File: config.mk
export PLATFORM = sky130hd
export DESIGN_NAME = pbg_port
export DESIGN_NICKNAME = d
export VERILOG_FILES = /design/src/include/pbg_pkg.sv /design/src/design/pbg_apb_slave.sv /design/src/design/pbg_pin_cell.sv /design/src/design/pbg_port.sv
export SDC_FILE = /design/constraint.sdc
export NUM_CORES = 1
export LEC_CHECK = 0
export ABC_CLOCK_PERIOD_IN_PS = 3500
export BUFFER_PORTS_ARGS = -buffer_cell sky130_fd_sc_hd__buf_2
export CAP_MARGIN = 0
export CORE_AREA = 2 2 98 100
export DETAILED_ROUTE_END_ITERATION = 8
export DIE_AREA = 0 0 100 102
export MAX_ROUTING_LAYER = met4
export PLACE_DENSITY_LB_ADDON = 0.25
export RECOVER_POWER = 100
export SLEW_MARGIN = 20
export SYNTH_ARGS = -nofsm -noshare
export SYNTH_HDL_FRONTEND = slang
export SYNTH_SLANG_ARGS = --single-unit
File: constraint.sdc
create_clock -name clock_i -period 3.5 [get_ports clock_i]
set_input_delay 0.35 -clock clock_i [delete_from_list [all_inputs] [get_ports clock_i]]
set_output_delay 0.35 -clock clock_i [all_outputs]
set_load 0.1 [all_outputs]
File: src/include/pbg_pkg.sv
// Shared constants, carriers and decode for the seven-pin general-purpose port.
// Assumes a 32-bit APB master and an on-chip pattern generator as neighbours.
`default_nettype none

package pbg_pkg;

  // Printed register offsets are indices; the byte address is four times the index
  localparam logic [15:0] PBG_DIR_IDX = 16'hffd4;
  localparam logic [15:0] PBG_DATA_IDX = 16'hffd6;
  localparam logic [31:0] PBG_DIR_ADDR = {14'h0, PBG_DIR_IDX, 2'h0};
  localparam logic [31:0] PBG_DATA_ADDR = {14'h0, PBG_DATA_IDX, 2'h0};

  // Values after reset and on reads
  localparam logic [7:0] PBG_DIR_RESET = 8'h00;
  localparam logic [7:0] PBG_DATA_RESET = 8'h00;
  localparam logic [7:0] PBG_DIR_READ = 8'hff;
  localparam logic [31:0] PBG_UNMAPPED_READ = 32'h0;

  // Bit 6 has no pin behind it; it reads as one while it is an input
  localparam logic [7:0] PBG_PIN_MASK = 8'hbf;
  localparam int unsigned PBG_RSV_BIT = 6;
  localparam logic PBG_RSV_LEVEL = 1'h1;

  // APB request as driven by the master
  typedef struct packed {
    logic psel;
    logic penable;
    logic pwrite;
    logic [31:0] paddr;
    logic [31:0] pwdata;
  } pbg_apb_req_t;

  // APB answer of the slave
  typedef struct packed {
    logic [31:0] prdata;
    logic pready;
    logic pslverr;
  } pbg_apb_rsp_t;

  // Pattern generator side: enable bits, next data and a one-cycle transfer pulse
  typedef struct packed {
    logic [7:0] enable;
    logic [7:0] next_data;
    logic transfer;
  } pbg_pattern_t;

  // Function that a pin takes
  typedef enum logic [1:0] {
    PBG_INPUT,
    PBG_PORT_OUT,
    PBG_PATTERN_OUT
  } pbg_func_t;

  // Direction and next-data enable select the pin function
  function automatic pbg_func_t pbg_func(input logic dir, input logic nde);
    pbg_func_t f;
    f = PBG_INPUT;
    if (dir) begin
      f = nde ? PBG_PATTERN_OUT : PBG_PORT_OUT;
    end
    return f;
  endfunction

endpackage

`default_nettype wire

File: src/design/pbg_apb_slave.sv
// APB slave front end for the port registers: decode, wait state, read answer.
// Assumes the master holds its request until it samples pready high.
`timescale 1ns/1ps
`default_nettype none

module pbg_apb_slave (
  // Clock and reset
  input wire logic clock_i,
  input wire logic reset_i,
  // Bus
  input wire pbg_pkg::pbg_apb_req_t req_i,
  output pbg_pkg::pbg_apb_rsp_t rsp_o,
  // Register side
  input wire logic [7:0] data_rd_i,
  output logic wr_dir_o,
  output logic wr_data_o
);
  import pbg_pkg::*;

  logic pready_q;
  logic pslverr_q;
  logic [31:0] prdata_q;
  logic access;
  logic done;
  logic hit_dir;
  logic hit_data;

  // One wait state: the answer is built a cycle into the access phase
  assign access = req_i.psel & req_i.penable;
  assign done = access & pready_q;
  assign hit_dir = req_i.paddr == PBG_DIR_ADDR;
  assign hit_data = req_i.paddr == PBG_DATA_ADDR;
  assign wr_dir_o = done & req_i.pwrite & hit_dir;
  assign wr_data_o = done & req_i.pwrite & hit_data;

  // Answer flops; reading the direction register gives all ones
  always_ff @(posedge clock_i or posedge reset_i) begin
    if (reset_i) begin
      pready_q <= 1'h0;
      pslverr_q <= 1'h0;
      prdata_q <= PBG_UNMAPPED_READ;
    end else begin
      pready_q <= access & ~pready_q;
      if (access & ~pready_q) begin
        pslverr_q <= ~(hit_dir | hit_data);
        if (req_i.pwrite | ~(hit_dir | hit_data)) begin
          prdata_q <= PBG_UNMAPPED_READ;
        end else if (hit_dir) begin
          prdata_q <= {24'h0, PBG_DIR_READ};
        end else begin
          prdata_q <= {24'h0, data_rd_i};
        end
      end
    end
  end

  assign rsp_o = '{prdata: prdata_q, pready: pready_q, pslverr: pslverr_q};

endmodule

`default_nettype wire

File: src/design/pbg_pin_cell.sv
// One port pin: function decode and registered output driver and enable.
// Assumes the pad ring combines output and enable into the real pin.
`timescale 1ns/1ps
`default_nettype none

module pbg_pin_cell #(
  parameter logic PRESENT = 1'h1
) (
  // Clock and reset
  input wire logic clock_i,
  input wire logic reset_i,
  // Control
  input wire logic dir_i,
  input wire logic nde_i,
  input wire logic data_i,
  input wire logic hold_i,
  // Pad side
  output logic out_o,
  output logic oe_o,
  output logic pattern_o
);
  import pbg_pkg::*;

  pbg_func_t func;

  assign func = pbg_func(dir_i, nde_i);

  // Drivers follow the registers one edge later; software standby (hold_i) freezes them
  always_ff @(posedge clock_i or posedge reset_i) begin
    if (reset_i) begin
      out_o <= 1'h0;
      oe_o <= 1'h0;
      pattern_o <= 1'h0;
    end else if (!hold_i) begin
      out_o <= PRESENT & data_i;
      oe_o <= PRESENT & (func != PBG_INPUT);
      pattern_o <= PRESENT & (func == PBG_PATTERN_OUT);
    end
  end

endmodule

`default_nettype wire

File: src/design/pbg_port.sv
// Seven-pin general-purpose port with direction and data registers on APB.
// Assumes synchronous pin inputs and a pattern generator on the same clock.
//
// How it works
// - Seven pins at bits 7 and 5..0; bit 6 has no pin.
// - Pin functions are the same in every chip operating mode.
// - Direction bit 1 makes the pin an output, 0 an input.
// - Direction register is write-only; reads return all ones.
// - Direction clears on reset and hardware standby, holds in software standby.
// - In software standby, output pins keep driving their level.
// - Data reads give the latch for outputs and pin level for inputs.
// - Data bit 6 stores writes and reads back, never touches a pin.
// - Bit 6 reads stored value when its direction is 1, else one.
// - Data clears on reset and hardware standby, holds in software standby.
// - Data register holds pattern output values for groups 2 and 3.
// - Enabled next-data bits ignore CPU writes; only transfers and hardware standby change them.
// - Direction 0 input, 1 with enable 0 port out, else pattern out.
//
// Added by the designer: the APB register port.
`timescale 1ns/1ps
`default_nettype none

module pbg_port (
  // Clock and reset
  input wire logic clock_i,
  input wire logic reset_i,
  // APB register bus
  input wire pbg_pkg::pbg_apb_req_t apb_req_i,
  output pbg_pkg::pbg_apb_rsp_t apb_rsp_o,
  // Power state
  input wire logic hw_standby_i,
  input wire logic sw_standby_i,
  // Pattern generator
  input wire pbg_pkg::pbg_pattern_t pattern_i,
  output logic [7:0] pattern_active_o,
  // Pins
  input wire logic [7:0] pin_in_i,
  output logic [7:0] pin_out_o,
  output logic [7:0] pin_oe_o
);
  import pbg_pkg::*;

  logic [7:0] port_b_direction_q;
  logic [7:0] port_b_direction_d;
  logic [7:0] port_b_data_q;
  logic [7:0] port_b_data_d;
  logic [7:0] next_data_enable_b;
  logic [7:0] pin_level;
  logic [7:0] data_rd;
  logic wr_dir;
  logic wr_data;
  logic [7:0] wdata;

  assign next_data_enable_b = pattern_i.enable;
  assign wdata = apb_req_i.pwdata[7:0];

  // Bus front end; its answer flops drive the bus outputs directly
  pbg_apb_slave u_apb (
    .clock_i(clock_i),
    .reset_i(reset_i),
    .req_i(apb_req_i),
    .rsp_o(apb_rsp_o),
    .data_rd_i(data_rd),
    .wr_dir_o(wr_dir),
    .wr_data_o(wr_data)
  );

  // Pin level with the missing bit 6 pad reading as one
  always_comb begin
    pin_level = pin_in_i;
    pin_level[PBG_RSV_BIT] = PBG_RSV_LEVEL;
  end

  // Latch for outputs, pad for inputs; bit 6 falls out of the same mux
  assign data_rd = (port_b_direction_q & port_b_data_q) | (~port_b_direction_q & pin_level);

  // Direction register next value
  always_comb begin
    port_b_direction_d = port_b_direction_q;
    if (hw_standby_i) begin
      port_b_direction_d = PBG_DIR_RESET;
    end else if (wr_dir) begin
      port_b_direction_d = wdata;
    end
  end

  // Direction register
  always_ff @(posedge clock_i or posedge reset_i) begin
    if (reset_i) begin
      port_b_direction_q <= PBG_DIR_RESET;
    end else begin
      port_b_direction_q <= port_b_direction_d;
    end
  end

  // Data register next value: locked bits follow only the pattern generator and hardware standby
  always_comb begin
    port_b_data_d = port_b_data_q;
    if (wr_data) begin
      port_b_data_d = (wdata & ~next_data_enable_b) | (port_b_data_q & next_data_enable_b);
    end
    if (pattern_i.transfer) begin
      port_b_data_d = (port_b_data_d & ~next_data_enable_b)
                      | (pattern_i.next_data & next_data_enable_b);
    end
    if (hw_standby_i) begin
      port_b_data_d = PBG_DATA_RESET;
    end
  end

  // Data register; software standby simply leaves it untouched
  always_ff @(posedge clock_i or posedge reset_i) begin
    if (reset_i) begin
      port_b_data_q <= PBG_DATA_RESET;
    end else begin
      port_b_data_q <= port_b_data_d;
    end
  end

  // One cell per bit; no mode input exists, so every mode sees the same pins
  for (genvar i = 0; i < 8; i++) begin : g_pin
    pbg_pin_cell #(
      .PRESENT(PBG_PIN_MASK[i])
    ) u_cell (
      .clock_i(clock_i),
      .reset_i(reset_i),
      .dir_i(port_b_direction_q[i]),
      .nde_i(next_data_enable_b[i]),
      .data_i(port_b_data_q[i]),
      .hold_i(sw_standby_i),
      .out_o(pin_out_o[i]),
      .oe_o(pin_oe_o[i]),
      .pattern_o(pattern_active_o[i])
    );
  end

  // Checks on the port's own behaviour

  // Bit 6 never drives a pad
  rsv_pin_quiet_a: assert property (
    @(posedge clock_i) disable iff (reset_i)
    !pin_oe_o[PBG_RSV_BIT] && !pin_out_o[PBG_RSV_BIT] && !pattern_active_o[PBG_RSV_BIT]
  ) else $error("reserved bit 6 reached a pin");

  // Enables track the direction register one edge after it
  oe_follows_dir_a: assert property (
    @(posedge clock_i) disable iff (reset_i)
    !sw_standby_i |=> pin_oe_o == ($past(port_b_direction_q) & PBG_PIN_MASK)
  ) else $error("pin enable does not follow direction");

  // A data write shows on the pads two edges after it is taken
  write_to_pin_a: assert property (
    @(posedge clock_i) disable iff (reset_i)
    (wr_data && !hw_standby_i && !pattern_i.transfer && next_data_enable_b == 8'h00)
    ##1 !sw_standby_i
    |=> pin_out_o == ($past(wdata, 2) & PBG_PIN_MASK)
  ) else $error("written data did not reach the pin drivers");

  // A completed direction read returns all ones
  dir_read_ones_a: assert property (
    @(posedge clock_i) disable iff (reset_i)
    apb_req_i.psel && apb_req_i.penable && apb_rsp_o.pready
    && !apb_req_i.pwrite && apb_req_i.paddr == PBG_DIR_ADDR
    |-> apb_rsp_o.prdata == {24'h0, PBG_DIR_READ}
  ) else $error("direction register read back its contents");

  // A completed data read returns the mux value built one cycle earlier
  data_read_mux_a: assert property (
    @(posedge clock_i) disable iff (reset_i)
    apb_req_i.psel && apb_req_i.penable && apb_rsp_o.pready
    && !apb_req_i.pwrite && apb_req_i.paddr == PBG_DATA_ADDR
    |-> apb_rsp_o.prdata == {24'h0, $past(data_rd)}
  ) else $error("data read returned the wrong source");

  // Bit 6 reads as one while its direction bit is clear
  rsv_read_one_a: assert property (
    @(posedge clock_i) disable iff (reset_i)
    !port_b_direction_q[PBG_RSV_BIT] |-> data_rd[PBG_RSV_BIT] == PBG_RSV_LEVEL
  ) else $error("bit 6 input did not read as one");

  // Hardware standby clears both registers at the next edge
  hw_standby_clear_a: assert property (
    @(posedge clock_i) disable iff (reset_i)
    hw_standby_i |=> port_b_direction_q == PBG_DIR_RESET && port_b_data_q == PBG_DATA_RESET
  ) else $error("hardware standby did not clear the registers");

  // Software standby keeps drivers and levels frozen
  sw_standby_hold_a: assert property (
    @(posedge clock_i) disable iff (reset_i)
    sw_standby_i ##1 sw_standby_i |-> $stable(pin_out_o) && $stable(pin_oe_o)
  ) else $error("pins moved during software standby");

  // Registers hold when no write, transfer or hardware standby occurs
  reg_hold_a: assert property (
    @(posedge clock_i) disable iff (reset_i)
    !wr_dir && !wr_data && !pattern_i.transfer && !hw_standby_i
    |=> $stable(port_b_direction_q) && $stable(port_b_data_q)
  ) else $error("register changed without a cause");

  // Locked bits ignore CPU writes
  locked_bits_a: assert property (
    @(posedge clock_i) disable iff (reset_i)
    wr_data && !pattern_i.transfer && !hw_standby_i
    |=> ((port_b_data_q ^ $past(port_b_data_q)) & $past(next_data_enable_b)) == 8'h00
  ) else $error("CPU write changed a locked data bit");

  // A transfer loads the next data into the enabled bits
  transfer_load_a: assert property (
    @(posedge clock_i) disable iff (reset_i)
    pattern_i.transfer && !hw_standby_i
    |=> (port_b_data_q & $past(next_data_enable_b))
        == ($past(pattern_i.next_data) & $past(next_data_enable_b))
  ) else $error("pattern transfer did not load enabled bits");

  // Bit 6 stores what software writes when unlocked
  rsv_store_a: assert property (
    @(posedge clock_i) disable iff (reset_i)
    wr_data && !next_data_enable_b[PBG_RSV_BIT] && !hw_standby_i
    |=> port_b_data_q[PBG_RSV_BIT] == $past(wdata[PBG_RSV_BIT])
  ) else $error("bit 6 did not store the written value");

  // Pattern function needs both direction and enable set
  pattern_func_a: assert property (
    @(posedge clock_i) disable iff (reset_i)
    !sw_standby_i
    |=> pattern_active_o == ($past(port_b_direction_q & next_data_enable_b) & PBG_PIN_MASK)
  ) else $error("pattern function selection wrong");

endmodule

`default_nettype wire

==> results of run 1 <==
[cell usage after synthesis, drive strengths merged]
cell	number	area, um^2
nand2	23	86.3
nand2b	1	6.26
dfrtp	47	1180
nor2	16	60.1
nand4	11	68.8
inv	2	7.51
a21o	8	60.1
mux2i	15	150
nor4bb	1	10.0
buf	56	413
or4b	1	10.0
and4b	1	10.0
nand3b	1	7.51
mux2	14	158
o31ai	8	60.1
nor4b	9	78.8
a22o	8	70.1
or4	1	7.51
clkbuf	8	30.0
or3	1	6.26
a21oi	8	40.0
nor4	4	40.0
conb	1	3.75
and2	1	6.26
a211oi	8	60.1
nand4b	2	17.5
and4	1	8.76
or3b	1	8.76
o21ai	8	40.0
[layer usage]
layer,global-route usage (%)
met1,19.1
met2,23.2
met3,2.74
met4,5.16
met5,-
[through the flow]
stage	hold WS, ps	worst slack, ps	util [%]
5_1_grt	312	773	33.9
4_1_cts	305	1280	34.4
3_5_place_dp	473	954	33.3
3_3_place_gp	460	977	33.3
2_1_floorplan	447	1180	-
[cell families after synthesis]
| kind of cell | count (synthesis) | synth area share (%) |
|---|---|---|
| AND/OR/NAND/NOR | 75 | 16.0 |
| flip-flops | 47 | 43.5 |
| multiplexers | 29 | 11.4 |
| buffers and inverters | 66 | 16.7 |
| other | 1 | 0.139 |
| AO/OA/AOI/OAI | 48 | 12.2 |
==> flow_summary.ini, run 1 <==
[grt]
grt_max_degree = 48
grt_pass1_wl_mm = 11.3
grt_overflow_total = 0
grt_pass1_vias = 2157
grt_antenna_before_repair = 0
grtUsageTotal_pct = 14.7

[yosys]
synth_cell_types = 32
syn_avg_cell_area_um2 = 10.2
seq_area_frac_synth_pct = 43.5
ys_seq_elements = 47
synth_cells = 266
synth_area_mm2 = 0.00270
ys_warn_count = 0

[clock_network]
htreeDepth = 2
cts_hold_buf = 0
numCtsBuffers = 5
clock-sinks = 47
cts-root-buf = clkbuf_8
clockBufferDepth = 2
cts_setup_buffers = 0
cts_resized = 0

[place]
place.gp.congestion = 0.728
placed_area_mm2 = 0.00303
place_inst = 443
port_buffers = 101
dp_hpwl_mm = 5.30

[die]
rows = 35
die_y_um = 102
floorplan.initialDensity_pct = 29.7
die-width_um = 100
top_level_ports = 154

[outcome]
status = did not finish
stop_error = [ERROR DRT-0255] Maze Route cannot find path of net clock_i in worker of routeBox ( 48300 0 ) ( 100000 48300 ).
failed_stage = detailed routing (5_2_route)
==> inputs of run 2 (changes only) <==
--- a/config.mk
+++ b/config.mk
@@ -8,11 +8,10 @@
 export ABC_CLOCK_PERIOD_IN_PS = 3500
 export BUFFER_PORTS_ARGS = -buffer_cell sky130_fd_sc_hd__buf_2
 export CAP_MARGIN = 0
-export CORE_AREA = 2 2 98 100
+export CORE_AREA = 2 2 120 122
 export DETAILED_ROUTE_END_ITERATION = 8
-export DIE_AREA = 0 0 100 102
-export MAX_ROUTING_LAYER = met4
-export PLACE_DENSITY_LB_ADDON = 0.25
+export DIE_AREA = 0 0 122 124
+export PLACE_DENSITY_LB_ADDON = 0.15
 export RECOVER_POWER = 100
 export SLEW_MARGIN = 20
 export SYNTH_ARGS = -nofsm -noshare
==> run 2 against run 1 <==
Against the previous run:
- global-route usage is 3.9 points lower
- synthesized area stayed put
- the flow now finishes, with violations (capacitance limit, slew limit)
- synthesized cell count stayed put
==> flow_summary.ini, run 2 <==
[yosys]
synth_cell_types = 32
synth_area_leaders = dfrtp_1 (44%), buf_4 (14%), mux2_2 (5.8%)
synth-edff-count = 0
ys_warn_count = 0
syn_avg_cell_area_um2 = 10.2
synth_cells = 266
ys.flop_type = dfrtp_1
synth_area_mm2 = 0.00270
yosysMostFrequentCell = buf_4
yosys-top-cells-count = buf_4 (50), dfrtp_1 (47), nand2_1 (23)
ys_seq_elements = 47
synth_top_area_share_pct = 43.5
synth_largest_area_cell = dfrtp_1
synth-async-reset-ratio_pct = 100
seq_area_frac_synth_pct = 43.5

[power_and_ir_drop]
p_comb_share_pct = 22.7
p_seq_share_pct = 39.1
vdd_drop_max_v = 0.000160
power.switching_uw = 488
power.density_mw_per_mm2 = 451
p_leak_uw = 0.00148
p_int_uw = 976
p_clk_share_pct = 38.2
switching_share_pct = 33.3

[clock_network]
cts_resized = 0
numCtsBuffers = 5
clockBufferDepth = 2
cts_tree = yes
cts-root-buf = clkbuf_16
clock-sinks = 47
clk_pin_slew_ps = 60
htreeDepth = 2
cts_setup_buffers = 0
clk_latency_ps = 280
cts_hold_buf = 0

[sta]
tightestPinTransition_ps = 2260
hold_violations = 0
slew_headroom_pct = -51.8
setup_viol = 0
finalCritPeriodShare_pct = 75.6
tns_ps = 0
finalMaxSlewViolations = 48
clock.fmax_mhz = 378
min_period_ps = 2650
whs_ps = 337
clock_skew_ps = 3.90
rsz0062_at_grt = false

[die]
die-area_mm2 = 0.0151
top_level_ports = 154
die-width_um = 122
core_area_mm2 = 0.0137
rows = 43
floorplan.initialDensity_pct = 19.7
die_y_um = 124

[critical_path]
critical-path-slowest-cell = nor4_4
path_max_fanout = 18
arrival_ps = 2870
crit_type = in2reg
path_buf_inv = 2
timing.reg2reg.setup_slack_ps = 1440
endpoint_kind = register
cp_top_family = simple AND/OR/NAND/NOR gates
start_kind = input pin
r2r-start = u_apb.pready_q
critPathRequiredTime_ps = 3720
r2r_cells = 3
crit_chain = buf_2 > or4b_1 > or4_1 > clkbuf_1 > nor4_4 > a22o_1
slowest_delay_ps = 620
rr_endpoint = port_b_data_q[0]

[hold_path]
hold_class = in2reg
hp-start = apb_req_i[3]
holdPathStages = 3
min_to = port_b_direction_q[3]

[layout]
top_regs = port_b_data_q x8, port_b_direction_q x8, u_apb.prdata_q x8
fin_nets = 435
drive_gt1_share_pct = 28.5
num_antenna_cells = 0
final_common_cell = buf_2
syn2layout_area_growth_pct = 20.2
fill_cells = 1518
final_cell_mix = buf_2 (69), dfrtp_1 (47), clkbuf_1 (33), conb_1 (27), nand2_1 (23)

[route]
via_count = 2139
first_pass_iters = 4
wl_mm = 8.22
drt_iter0_drc = 117
ant_nets = 0
vias_per_cell = 4.11
detail_route.wl_per_cell_um = 15.8
drc = 0

[outcome]
violations = capacitance limit, slew limit
status = finished with violations

[place]
port_buffers = 101
dp_hpwl_mm = 5.99
place.gp.congestion = 0.714

[grt]
grt_max_degree = 48
grt_antenna_before_repair = 0
grt_overflow_total = 0
grt_pass1_wl_mm = 12.2
grtUsageTotal_pct = 10.8
grt_pass1_vias = 2149

[flow_run]
cap_violations = 1
[run 2: kinds of logic after synthesis]
logic type | Yosys count | synth area share [%]
mux | 29 | 11.4
flops | 47 | 43.5
other cells | 1 | 0.139
compound gates | 48 | 12.2
simple gates | 75 | 16.0
buf+inv | 66 | 16.7
[run 2: metal layers]
layer | GRT usage, % | part of all wire [%] | routed length (um) | vias up
met5 | 0 | 0 | 0 | -
met4 | 2.59 | 0.67 | 55 | 0
met3 | 2.29 | 6.6 | 544 | 5
met2 | 18.0 | 45 | 3740 | 95
met1 | 14.4 | 47 | 3880 | 1014
li1 | - | - | - | 1025
[run 2: how the worst max path moves through the flow]
stage / endpoint / start / slack, ps / cells after the start
finish: u_apb.prdata_q[0] / apb_req_i[33] / 850 / 6
global route: u_apb.prdata_q[0] / apb_req_i[33] / 630 / 6
CTS: u_apb.prdata_q[0] / apb_req_i[33] / 1150 / 6
detailed placement: u_apb.prdata_q[0] / apb_req_i[33] / 850 / 6
global placement: u_apb.prdata_q[3] / apb_req_i[33] / 900 / 6
floorplan: port_b_data_q[0] / apb_req_i[33] / 1180 / 6
[run 2: cell type report]
class	instances	area, um^2	area share (%)
repair buffers	104	484	14.9
flip-flops and latches	47	1180	36.2
multi-input cells	179	1180	36.3
well taps	180	225	6.94
clock buffers	6	139	4.28
inverters	2	8.76	0.270
clock inverters	2	35.0	1.08
[run 2: power groups by stage]
stage | Sequential [uW] | Clock (uW) | Combinational, uW
2_1_floorplan | 578 | 0 | 304
3_3_place_gp | 582 | 0 | 337
3_5_place_dp | 582 | 0 | 339
4_1_cts | 572 | 586 | 339
5_1_grt | 575 | 604 | 352
6_report | 572 | 560 | 333
[run 2: metrics by stage]
stage               setup slack, ps  instances  area, um^2  power [uW]  utilization, %
detailed placement              851        512        3120         921            22.7
global placement                904        512        3120         919            22.7
finish                          855        520        3250        1460            23.7
global route                    629        520        3250        1530            23.7
CTS                            1150        520        3290        1500            24.0
floorplan                      1180        292        2800         882               -
[run 2: tightest hold or removal path, cell delays in order]
cell and delay, ps:
buf_2 110, nand4_1 60, a21oi_1 60
No activity file was read; power rests on OpenSTA's default activity.
